[config.mk]
export PLATFORM = sky130hd
export DESIGN_NAME = atts_top
export DESIGN_NICKNAME = d
export VERILOG_FILES = /design/src/inc/atts_pkg.sv /design/src/atts_top.sv
export SDC_FILE = /design/constraint.sdc
export NUM_CORES = 1
export LEC_CHECK = 0
export CAP_MARGIN = 20
export CORE_AREA = 2 2 99 197
export CTS_CLUSTER_DIAMETER = 120
export DETAILED_ROUTE_END_ITERATION = 10
export DIE_AREA = 0 0 101 199
export DONT_BUFFER_PORTS = 1
export GPL_TIMING_DRIVEN = 1
export PLACE_DENSITY_LB_ADDON = 0.15
export SLEW_MARGIN = 0
export SYNTH_ARGS = -nofsm -noshare
export SYNTH_HDL_FRONTEND = slang
export SYNTH_SLANG_ARGS = --single-unit
[constraint.sdc]
create_clock -name clk -period 7.2 [get_ports clk]
set_input_delay 1.08 -clock clk [delete_from_list [all_inputs] [get_ports clk]]
set_output_delay 1.08 -clock clk [all_outputs]
set_load 0.01 [all_outputs]
[src/inc/atts_pkg.sv]
// constants for the converter threshold compare and trigger select block
package atts_pkg;

  // register byte offsets on the bus (one aligned word each)
  localparam logic [7:0] OFS_ERR_HIGH    = 8'h00;
  localparam logic [7:0] OFS_ERR_LOW     = 8'h04;
  localparam logic [7:0] OFS_LTH_HIGH    = 8'h08;
  localparam logic [7:0] OFS_LTH_LOW     = 8'h0c;
  localparam logic [7:0] OFS_UTH_HIGH    = 8'h10;
  localparam logic [7:0] OFS_UTH_LOW     = 8'h14;
  localparam logic [7:0] OFS_TRIG_SEL    = 8'h18;
  localparam logic [7:0] OFS_CTRL_THREE  = 8'h1c;
  localparam logic [7:0] OFS_CONV_STATUS = 8'h20;
  localparam logic [7:0] OFS_IRQ_STATUS  = 8'h24;
  localparam logic [7:0] OFS_IRQ_MASK    = 8'h28;
  localparam logic [7:0] OFS_PIN_ROUTE   = 8'h2c;
  localparam logic [7:0] OFS_SETPT_HIGH  = 8'h30;
  localparam logic [7:0] OFS_SETPT_LOW   = 8'h34;

  // reset values
  localparam logic [7:0] RST_BYTE = 8'h00;
  localparam logic [4:0] RST_SEL  = 5'h00;

  // field positions in control three: error_select_a select [6:4], irq mode [2:0]
  localparam int ERROR_SELECT_A_LSB = 4;
  localparam int TMD_LSB  = 0;
  // field positions in the status registers
  localparam int STAT_ABOVE_UPPER = 1;
  localparam int STAT_BELOW_LOWER = 0;
  localparam int IRQ_THRESH       = 0;
  localparam int IRQ_SOC          = 1;
  localparam int IRQ_DONE         = 2;
  localparam int IRQ_W            = 3;

  // trigger selector codes
  localparam logic [4:0] ACT_OFF       = 5'h00;
  localparam logic [4:0] ACT_PIN       = 5'h01;
  localparam logic [4:0] ACT_FIRST_SRC = 5'h02;
  localparam logic [4:0] ACT_LAST_SRC  = 5'h19;
  localparam logic [4:0] ACT_ERR_READ  = 5'h1a;
  localparam logic [4:0] ACT_RES_READ  = 5'h1b;
  localparam logic [4:0] ACT_CHAN_WR   = 5'h1d;
  localparam int         NUM_SRC       = 24;

  // error calculation methods
  localparam logic [2:0] ERROR_SELECT_A_RES_PREV  = 3'h0;
  localparam logic [2:0] ERROR_SELECT_A_RES_SETPT = 3'h1;
  localparam logic [2:0] ERROR_SELECT_A_PREV_SETPT = 3'h2;
  localparam logic [2:0] ERROR_SELECT_A_FLT_SETPT = 3'h3;
  localparam logic [2:0] ERROR_SELECT_A_FLT_PREV  = 3'h4;

  // threshold interrupt modes
  localparam logic [2:0] TMD_NEVER     = 3'h0;
  localparam logic [2:0] TMD_BELOW     = 3'h1;
  localparam logic [2:0] TMD_NOT_BELOW = 3'h2;
  localparam logic [2:0] TMD_INSIDE    = 3'h3;
  localparam logic [2:0] TMD_OUTSIDE   = 3'h4;
  localparam logic [2:0] TMD_NOT_ABOVE = 3'h5;
  localparam logic [2:0] TMD_ABOVE     = 3'h6;
  localparam logic [2:0] TMD_ALWAYS    = 3'h7;

endpackage

[src/atts_top.sv]
// threshold compare, setpoint error and auto-conversion trigger select with ahb-lite slave
`timescale 1ns/1ps
module atts_top #(
  parameter int NUM_PINS = 8
) (
  input  wire logic                 clk,
  input  wire logic                 rst,
  input  wire logic                 hsel,
  input  wire logic [31:0]          haddr,
  input  wire logic [1:0]           htrans,
  input  wire logic                 hwrite,
  input  wire logic [2:0]           hsize,
  input  wire logic [31:0]          hwdata,
  input  wire logic                 hready,
  output logic      [31:0]          hrdata,
  output logic                      hreadyout,
  output logic                      hresp,
  input  wire logic [15:0]          conv_result,
  input  wire logic [15:0]          prev_result,
  input  wire logic [15:0]          filter_value,
  input  wire logic                 conv_done,
  input  wire logic [NUM_PINS-1:0]  trigger_pins,
  input  wire logic [atts_pkg::NUM_SRC-1:0] trigger_sources,
  input  wire logic                 result_upper_byte_read,
  input  wire logic                 input_channel_select_write,
  output logic                      soc_req,
  output logic                      threshold_irq,
  output logic                      irq
);

  // width of the pin routing field
  localparam int PSEL_W = (NUM_PINS > 1) ? $clog2(NUM_PINS) : 1;

  // refuse pin counts the routing field cannot address, at elaboration
  if (NUM_PINS < 1 || NUM_PINS > 256)
  begin : g_bad_pins
    $error("NUM_PINS must lie between 1 and 256");
  end

  // true when a selector code picks one of the on-chip level sources
  function automatic logic is_src_code(input logic [4:0] c);
    is_src_code = (c >= atts_pkg::ACT_FIRST_SRC) && (c <= atts_pkg::ACT_LAST_SRC);
  endfunction

  // decode of a byte offset, used by both phases
  function automatic logic is_ofs(input logic [7:0] a, input logic [7:0] ofs);
    is_ofs = (a == ofs);
  endfunction

  // registers
  logic [15:0]             err_q;
  logic [15:0]             lower_limit_q;
  logic [15:0]             upper_limit_q;
  logic [15:0]             setpt_q;
  logic [4:0]              trigger_source_select_q;
  logic [2:0]              error_select_a_q;
  logic [2:0]              threshold_interrupt_mode_q;
  logic                    above_upper_flag_q;
  logic                    below_lower_flag_q;
  logic [atts_pkg::IRQ_W-1:0] irq_stat_q;
  logic [atts_pkg::IRQ_W-1:0] irq_mask_q;
  logic [PSEL_W-1:0]       trigger_pin_routing_q;
  logic [NUM_PINS-1:0]     pin_meta_q;
  logic [NUM_PINS-1:0]     pin_sync_q;
  logic                    trig_prev_q;
  logic                    done_q;
  logic                    thr_evt_q;
  logic                    soc_q;
  logic                    sel_wr_q;
  logic [31:0]             rdata_q;

  // bus phase signals
  logic                    wr_pend_q;
  logic [7:0]              wr_addr_q;
  logic                    acc;
  logic                    rd_acc;
  logic [7:0]              a_ofs;
  logic                    err_high_read;
  logic [7:0]              wbyte;
  logic                    wr_en;

  // compare and trigger signals
  logic signed [15:0]      err_d;
  logic                    above_d;
  logic                    below_d;
  logic                    at_or_below_l;
  logic                    at_or_above_u;
  logic                    thr_hit;
  logic                    trig_level;
  logic                    trig_pulse;
  logic                    pin_level;
  logic [atts_pkg::IRQ_W-1:0] irq_set;
  logic [atts_pkg::IRQ_W-1:0] irq_clr;

  // address phase qualification
  assign acc           = hsel & htrans[1] & hready;
  assign rd_acc        = acc & ~hwrite;
  assign a_ofs         = haddr[7:0];
  assign err_high_read = rd_acc & is_ofs(a_ofs, atts_pkg::OFS_ERR_HIGH);
  assign wbyte         = hwdata[7:0];
  assign wr_en         = wr_pend_q;
  assign hreadyout     = 1'b1;
  assign hresp         = 1'b0;
  assign hrdata        = rdata_q;

  // write address capture for the data phase
  always_ff @(posedge clk or posedge rst)
  begin
    if (rst)
    begin
      wr_pend_q <= 1'b0;
      wr_addr_q <= 8'h00;
    end
    else
    begin
      wr_pend_q <= acc & hwrite;
      if (acc & hwrite)
        wr_addr_q <= a_ofs;
    end
  end

  // read data registered in the address phase, unmapped reads zero
  always_ff @(posedge clk or posedge rst)
  begin
    if (rst)
      rdata_q <= 32'h00000000;
    else if (rd_acc)
    begin
      rdata_q <= 32'h00000000;
      case (a_ofs)
        atts_pkg::OFS_ERR_HIGH:    rdata_q[7:0] <= err_q[15:8];
        atts_pkg::OFS_ERR_LOW:     rdata_q[7:0] <= err_q[7:0];
        atts_pkg::OFS_LTH_HIGH:    rdata_q[7:0] <= lower_limit_q[15:8];
        atts_pkg::OFS_LTH_LOW:     rdata_q[7:0] <= lower_limit_q[7:0];
        atts_pkg::OFS_UTH_HIGH:    rdata_q[7:0] <= upper_limit_q[15:8];
        atts_pkg::OFS_UTH_LOW:     rdata_q[7:0] <= upper_limit_q[7:0];
        atts_pkg::OFS_TRIG_SEL:    rdata_q[4:0] <= trigger_source_select_q;
        atts_pkg::OFS_CTRL_THREE:
        begin
          rdata_q[atts_pkg::ERROR_SELECT_A_LSB +: 3] <= error_select_a_q;
          rdata_q[atts_pkg::TMD_LSB +: 3]  <= threshold_interrupt_mode_q;
        end
        atts_pkg::OFS_CONV_STATUS:
        begin
          rdata_q[atts_pkg::STAT_ABOVE_UPPER] <= above_upper_flag_q;
          rdata_q[atts_pkg::STAT_BELOW_LOWER] <= below_lower_flag_q;
        end
        atts_pkg::OFS_IRQ_STATUS:  rdata_q[atts_pkg::IRQ_W-1:0] <= irq_stat_q;
        atts_pkg::OFS_IRQ_MASK:    rdata_q[atts_pkg::IRQ_W-1:0] <= irq_mask_q;
        atts_pkg::OFS_PIN_ROUTE:   rdata_q[PSEL_W-1:0] <= trigger_pin_routing_q;
        atts_pkg::OFS_SETPT_HIGH:  rdata_q[7:0] <= setpt_q[15:8];
        atts_pkg::OFS_SETPT_LOW:   rdata_q[7:0] <= setpt_q[7:0];
        default:                   rdata_q <= 32'h00000000;
      endcase
    end
  end

  // limit and setpoint bytes, cleared on every reset
  always_ff @(posedge clk or posedge rst)
  begin
    if (rst)
    begin
      lower_limit_q <= {atts_pkg::RST_BYTE, atts_pkg::RST_BYTE};
      upper_limit_q <= {atts_pkg::RST_BYTE, atts_pkg::RST_BYTE};
      setpt_q       <= {atts_pkg::RST_BYTE, atts_pkg::RST_BYTE};
    end
    else if (wr_en)
    begin
      if (is_ofs(wr_addr_q, atts_pkg::OFS_LTH_HIGH)) lower_limit_q[15:8] <= wbyte;
      if (is_ofs(wr_addr_q, atts_pkg::OFS_LTH_LOW))  lower_limit_q[7:0]  <= wbyte;
      if (is_ofs(wr_addr_q, atts_pkg::OFS_UTH_HIGH)) upper_limit_q[15:8] <= wbyte;
      if (is_ofs(wr_addr_q, atts_pkg::OFS_UTH_LOW))  upper_limit_q[7:0]  <= wbyte;
      if (is_ofs(wr_addr_q, atts_pkg::OFS_SETPT_HIGH)) setpt_q[15:8] <= wbyte;
      if (is_ofs(wr_addr_q, atts_pkg::OFS_SETPT_LOW))  setpt_q[7:0]  <= wbyte;
    end
  end

  // control registers: selector, error_select_a and irq mode, pin routing, mask
  always_ff @(posedge clk or posedge rst)
  begin
    if (rst)
    begin
      trigger_source_select_q    <= atts_pkg::RST_SEL;
      error_select_a_q           <= atts_pkg::ERROR_SELECT_A_RES_PREV;
      threshold_interrupt_mode_q <= atts_pkg::TMD_NEVER;
      trigger_pin_routing_q      <= '0;
      irq_mask_q                 <= '0;
    end
    else if (wr_en)
    begin
      if (is_ofs(wr_addr_q, atts_pkg::OFS_TRIG_SEL))
        trigger_source_select_q <= wbyte[4:0];
      if (is_ofs(wr_addr_q, atts_pkg::OFS_CTRL_THREE))
      begin
        error_select_a_q           <= wbyte[atts_pkg::ERROR_SELECT_A_LSB +: 3];
        threshold_interrupt_mode_q <= wbyte[atts_pkg::TMD_LSB +: 3];
      end
      if (is_ofs(wr_addr_q, atts_pkg::OFS_PIN_ROUTE))
        trigger_pin_routing_q <= wbyte[PSEL_W-1:0];
      if (is_ofs(wr_addr_q, atts_pkg::OFS_IRQ_MASK))
        irq_mask_q <= wbyte[atts_pkg::IRQ_W-1:0];
    end
  end

  // error calculation by the selected method
  always_comb
  begin
    case (error_select_a_q)
      atts_pkg::ERROR_SELECT_A_RES_PREV:   err_d = $signed(conv_result - prev_result);
      atts_pkg::ERROR_SELECT_A_RES_SETPT:  err_d = $signed(conv_result - setpt_q);
      atts_pkg::ERROR_SELECT_A_PREV_SETPT: err_d = $signed(prev_result - setpt_q);
      atts_pkg::ERROR_SELECT_A_FLT_SETPT:  err_d = $signed(filter_value - setpt_q);
      atts_pkg::ERROR_SELECT_A_FLT_PREV:   err_d = $signed(filter_value - prev_result);
      default:                   err_d = $signed(conv_result - setpt_q);
    endcase
  end

  // error register has no reset, it reads unknown until the first conversion
  always_ff @(posedge clk)
  begin
    if (conv_done)
      err_q <= err_d;
  end

  // signed comparison of the fresh error against both limits
  always_comb
  begin
    above_d       = err_d > $signed(upper_limit_q);
    below_d       = err_d < $signed(lower_limit_q);
    at_or_below_l = err_d <= $signed(lower_limit_q);
    at_or_above_u = err_d >= $signed(upper_limit_q);
    case (threshold_interrupt_mode_q)
      atts_pkg::TMD_NEVER:     thr_hit = 1'b0;
      atts_pkg::TMD_BELOW:     thr_hit = below_d;
      atts_pkg::TMD_NOT_BELOW: thr_hit = ~below_d;
      atts_pkg::TMD_INSIDE:    thr_hit = ~at_or_below_l & ~at_or_above_u;
      atts_pkg::TMD_OUTSIDE:   thr_hit = at_or_below_l | at_or_above_u;
      atts_pkg::TMD_NOT_ABOVE: thr_hit = ~above_d;
      atts_pkg::TMD_ABOVE:     thr_hit = above_d;
      atts_pkg::TMD_ALWAYS:    thr_hit = 1'b1;
      default:                 thr_hit = 1'b0;
    endcase
  end

  // status flags and threshold event, updated on each completed conversion
  always_ff @(posedge clk or posedge rst)
  begin
    if (rst)
    begin
      above_upper_flag_q <= 1'b0;
      below_lower_flag_q <= 1'b0;
      thr_evt_q          <= 1'b0;
      done_q             <= 1'b0;
    end
    else
    begin
      done_q    <= conv_done;
      thr_evt_q <= conv_done & thr_hit;
      if (conv_done)
      begin
        above_upper_flag_q <= above_d;
        below_lower_flag_q <= below_d;
      end
    end
  end

  // threshold request straight from its event flip-flop
  assign threshold_irq = thr_evt_q;

  // two-stage synchroniser for every trigger pin
  always_ff @(posedge clk or posedge rst)
  begin
    if (rst)
    begin
      pin_meta_q <= '0;
      pin_sync_q <= '0;
    end
    else
    begin
      pin_meta_q <= trigger_pins;
      pin_sync_q <= pin_meta_q;
    end
  end

  // routed pin level, a routing value past the last pin reads low
  always_comb
  begin
    pin_level = 1'b0;
    if (int'(trigger_pin_routing_q) < NUM_PINS)
      pin_level = pin_sync_q[trigger_pin_routing_q];
  end

  // trigger source multiplexer, reserved and zero codes give nothing
  always_comb
  begin
    trig_level = 1'b0;
    trig_pulse = 1'b0;
    if (trigger_source_select_q == atts_pkg::ACT_OFF)
      trig_level = 1'b0;
    else if (trigger_source_select_q == atts_pkg::ACT_PIN)
      trig_level = pin_level;
    else if (is_src_code(trigger_source_select_q))
      // index = code - 2 over timers, ccp, pwm, nco, cmp, ioc, clc
      trig_level = trigger_sources[5'(trigger_source_select_q - atts_pkg::ACT_FIRST_SRC)];
    else if (trigger_source_select_q == atts_pkg::ACT_ERR_READ)
      trig_pulse = err_high_read;
    else if (trigger_source_select_q == atts_pkg::ACT_RES_READ)
      trig_pulse = result_upper_byte_read;
    else if (trigger_source_select_q == atts_pkg::ACT_CHAN_WR)
      trig_pulse = input_channel_select_write;
    else
      trig_pulse = 1'b0;
  end

  // rising edge of the selected level, or the access pulse, gives one request
  always_ff @(posedge clk or posedge rst)
  begin
    if (rst)
    begin
      trig_prev_q <= 1'b0;
      sel_wr_q    <= 1'b0;
      soc_q       <= 1'b0;
    end
    else
    begin
      trig_prev_q <= trig_level;
      sel_wr_q    <= wr_en & is_ofs(wr_addr_q, atts_pkg::OFS_TRIG_SEL); // no false edge
      soc_q       <= (trig_level & ~trig_prev_q & ~sel_wr_q) | trig_pulse;
    end
  end

  // start request straight from its flip-flop
  assign soc_req = soc_q;

  // sticky interrupt status, write one to clear, set wins
  always_comb
  begin
    irq_set = '0;
    irq_set[atts_pkg::IRQ_THRESH] = thr_evt_q;
    irq_set[atts_pkg::IRQ_SOC]    = soc_q;
    irq_set[atts_pkg::IRQ_DONE]   = done_q;
    irq_clr = '0;
    if (wr_en && is_ofs(wr_addr_q, atts_pkg::OFS_IRQ_STATUS))
      irq_clr = wbyte[atts_pkg::IRQ_W-1:0];
  end

  // status register update, clear first then set
  always_ff @(posedge clk or posedge rst)
  begin
    if (rst)
      irq_stat_q <= '0;
    else
      irq_stat_q <= (irq_stat_q & ~irq_clr) | irq_set;
  end

  // level interrupt while any unmasked status bit is set
  assign irq = |(irq_stat_q & irq_mask_q);

endmodule

==> impl_metrics.py <==
metrics = {
    "timing": {
        "worst_pin_slew_ns": 1.01,
        "finalSetupViolations": 0,
        "final.min_clock_period_ns": 5.89,
        "max_slew_margin_pct": 32.5,
        "period_share_pct": 81.8,
        "worst_clock_skew_ns": 0.00900,
        "hold_viol_final": 0,
        "tns_ns": 0,
        "max_freq_mhz": 170,
        "grt_setup_unrepaired": "no",
        "slew_viol_final": 0,
    },
    "logic_synthesis": {
        "async_flop_share_pct": 87.1,
        "yosys.area.top_type": "dfrtp_1",
        "syn_area_per_cell_um2": 9.11,
        "synthesis.area_um2": 9030,
        "synth_area_leaders": "dfrtp_1, ha_1, mux2_2, edfxtp_1, nand2_1",
        "yosys_warnings": 0,
        "synth_edf_count": 16,
        "ys_seq_elements": 124,
        "synthCells": 991,
        "synth.distinct_cells": 68,
        "synth_seq_area_share_pct": 35.3,
        "yosys.area.top_type_share_pct": 29.9,
        "ys.flop_type": "dfrtp_1",
    },
    "global_route": {
        "grt_max_degree": 63,
        "grt_usage_pct": 28.1,
        "overflow": 0,
        "antenna_found_initial": 0,
        "first_global_vias": 7603,
        "grt_pass1_wl_um": 41700,
    },
    "cells_and_area": {
        "drive_gt1_share_pct": 11.5,
        "layout_common_cells": "nand2_1, dfrtp_1, inv_1, ha_1, nor2_1",
        "nets": 1241,
        "num_antenna_cells": 0,
        "post-route-util_pct": 52.9,
        "layout_commonest_cell": "nand2_1",
        "final_area_um2": 9870,
        "area_delta_synth_final_pct": 9.28,
    },
    "die": {
        "initial_core_util_pct": 48.4,
        "chipWidth_um": 101,
        "ioPinCount": 194,
        "row_count": 71,
        "core_um2": 18700,
        "die-area_um2": 20100,
        "dieHeight_um": 199,
    },
    "worst_setup_path": {
        "crit_path_start": "error_select_a_q[2]",
        "criticalPathCategory": "flop to flop",
        "cp.arrival_ns": 6.23,
        "crit_required_ns": 7.54,
        "endpoint_kind": "flop",
        "crit_family": "compound AO/OA/AOI/OAI gates",
        "crit_fanout": 32,
        "cp_num_buf_inv": 2,
        "regToRegStartpoint": "error_select_a_q[2]",
        "crit_path_max_incr_delay_ns": 0.47,
        "slowest_stage": "nor4_1",
        "critPathLaunchType": "flop",
        "worstPathCellList": "nor3b_2 -> buf_4 -> nor2_1 -> a21o_1 -> inv_1 -> ha_1 -> nor2b_1 -> o31a_1 -> o31a_1 -> or3_1 -> a31oi_1 -> o21ai_1 -> mux2i_1 -> a211o_1 -> ha_1 -> nand4_1 -> nor4_1 -> o21ai_1 -> nand3_1 -> mux2_1 -> mux2i_1 -> a211oi_1",
    },
    "detailed_routing": {
        "drt-initial-drc-count": 368,
        "ant_nets": 0,
        "remaining_drc_errors": 0,
        "first_pass_iters": 5,
        "num_vias": 7410,
        "detail_route.wl_per_cell_um": 22.1,
        "vias_per_cell": 6.01,
        "drt_wl_total_um": 27300,
    },
    "placement": {
        "gp_congestion": 0.954,
        "portBuffers": 0,
        "hpwl_um": 22100,
        "placed_area_um2": 9250,
    },
    "clock_tree": {
        "cts_buffer_depth": 2,
        "cts_root_buf": "clkbuf_16",
        "cts_resized": 0,
        "cts_tree": "yes",
        "clock_latency_ns": 0.43,
        "holdBufCountCts": 0,
        "cts_setup_buffers": 0,
        "cts_buffers": 17,
        "path_clk_slew_ns": 0.06,
        "htreeDepth": 4,
        "clock-sinks": 124,
    },
    "power_and_ir_drop": {
        "powerDensity_nw_per_um2": 244,
        "peakVddDrop_mv": 0.181,
        "total_power_w": 0.00241,
        "cellLeakagePower_nw": 4.55,
    },
    "run_status": {
        "status": "finished clean",
    },
    "flow_run": {
        "drv_cap": 0,
    },
    "hold_path": {
        "min_from": "pin_meta_q[0]",
        "hold_class": "flop to flop",
    },
}
[area by class of cell]
class / count / area, um2
Multi-Input combinational cell: 761 / 5370
Inverter: 83 / 314
Timing Repair Buffer: 14 / 105
Fill cell: 1740 / 8790
Sequential cell: 124 / 3180
Tap cell: 219 / 274
Clock buffer: 18 / 439
Clock inverter: 14 / 184
[cells by family (layout without fill, tap and decap cells)]
group                      after synthesis  in the layout  share of synthesized area, %
and+or+nand+nor                        294            294                          14.8
AOI/OAI and AO/OA                      256            256                          18.9
buffers and inverters                  130            129                          6.48
DFF                                    124            124                          35.3
adders and majority gates               83             83                          11.8
muxes                                   66             66                          9.23
xor gates and xnor gates                36             36                          3.49
other                                    2             26                        0.0832
[worst paths after layout]
kind | endpoint | depth (start not counted) | slack, ns
worst max register to register | threshold_irq | 22 | 1.31
worst max-delay path | threshold_irq | 22 | 1.31
worst min-delay path | pin_sync_q[0] | 0 | 0.35
worst min register to register | pin_sync_q[0] | 0 | 0.35
max in group asynchronous | hrdata[7] | 2 | 5.38
min in group asynchronous | pin_sync_q[5] | 1 | 0.66
[worst reg2reg max path: stages (launching register included)]
cell and delay [ns]:
dfrtp_1 0.46, nor3b_2 0.21, buf_4 0.35, nor2_1 0.09, a21o_1 0.19, inv_1 0.06
ha_1 0.21, nor2b_1 0.15, o31a_1 0.28, o31a_1 0.33, or3_1 0.41, a31oi_1 0.35
o21ai_1 0.16, mux2i_1 0.14, a211o_1 0.35, ha_1 0.43, nand4_1 0.17, nor4_1 0.47
o21ai_1 0.16, nand3_1 0.19, mux2_1 0.38, mux2i_1 0.13, a211oi_1 0.16
[synth_stat cells, drive strengths merged, types with 8 or more instances]
cell type and number:
mux4 9, nand4 10, nor3 17, nor2b 8
clkbuf 20, a22oi 34, o21ai 67, or3 9
nand2 114, dfrtp 108, nand3 20, xnor2 23
a21o 22, mux2i 9, mux2 48, or2 8
xor2 13, nand2b 12, a211oi 11, a21oi 53
ha 80, edfxtp 16, o21a 11, buf 27
nor2 78, inv 81
[power by group]
| group | total (W) | internal [W] | switching (W) | leakage (nW) |
|---|---|---|---|---|
| Combinational | 0.000641 | 0.000272 | 0.000369 | 2.88 |
| Clock | 0.000894 | 0.000560 | 0.000334 | 0.306 |
| Sequential | 0.000872 | 0.000799 | 0.0000731 | 1.37 |
[registers in the layout, summed over array words and instances (netlist names), 3 cells and up]
name,cells
pin_sync_q,8
err_q,16
setpt_q,16
trigger_source_select_q,5
wr_addr_q,8
irq_mask_q,3
irq_stat_q,3
lower_limit_q,16
upper_limit_q,16
pin_meta_q,8
hrdata,8
error_select_a_q,3
trigger_pin_routing_q,3
threshold_interrupt_mode_q,3
[routing by layer]
| metal | up-vias | GRT usage (%) | part of all wire [%] | wire length, um |
|---|---|---|---|---|
| li1 | 3550 | - | - | - |
| met1 | 3519 | 26.2 | 32 | 8830 |
| met2 | 266 | 54.7 | 57 | 15600 |
| met3 | 75 | 4.50 | 4.2 | 1140 |
| met4 | 0 | 17.6 | 6.3 | 1710 |
| met5 | - | 0 | 0 | 0 |
[per-stage QoR]
step	hold slack [ns]	worst slack (ns)	std cells
finish	0.348	1.31	1233
global route	0.352	1.06	1233
CTS	0.348	1.34	1233
detailed placement	0.335	1.35	1201
global placement	0.334	1.43	1201
floorplan	0.331	1.81	1015
Power figures use the tool's default switching activity.
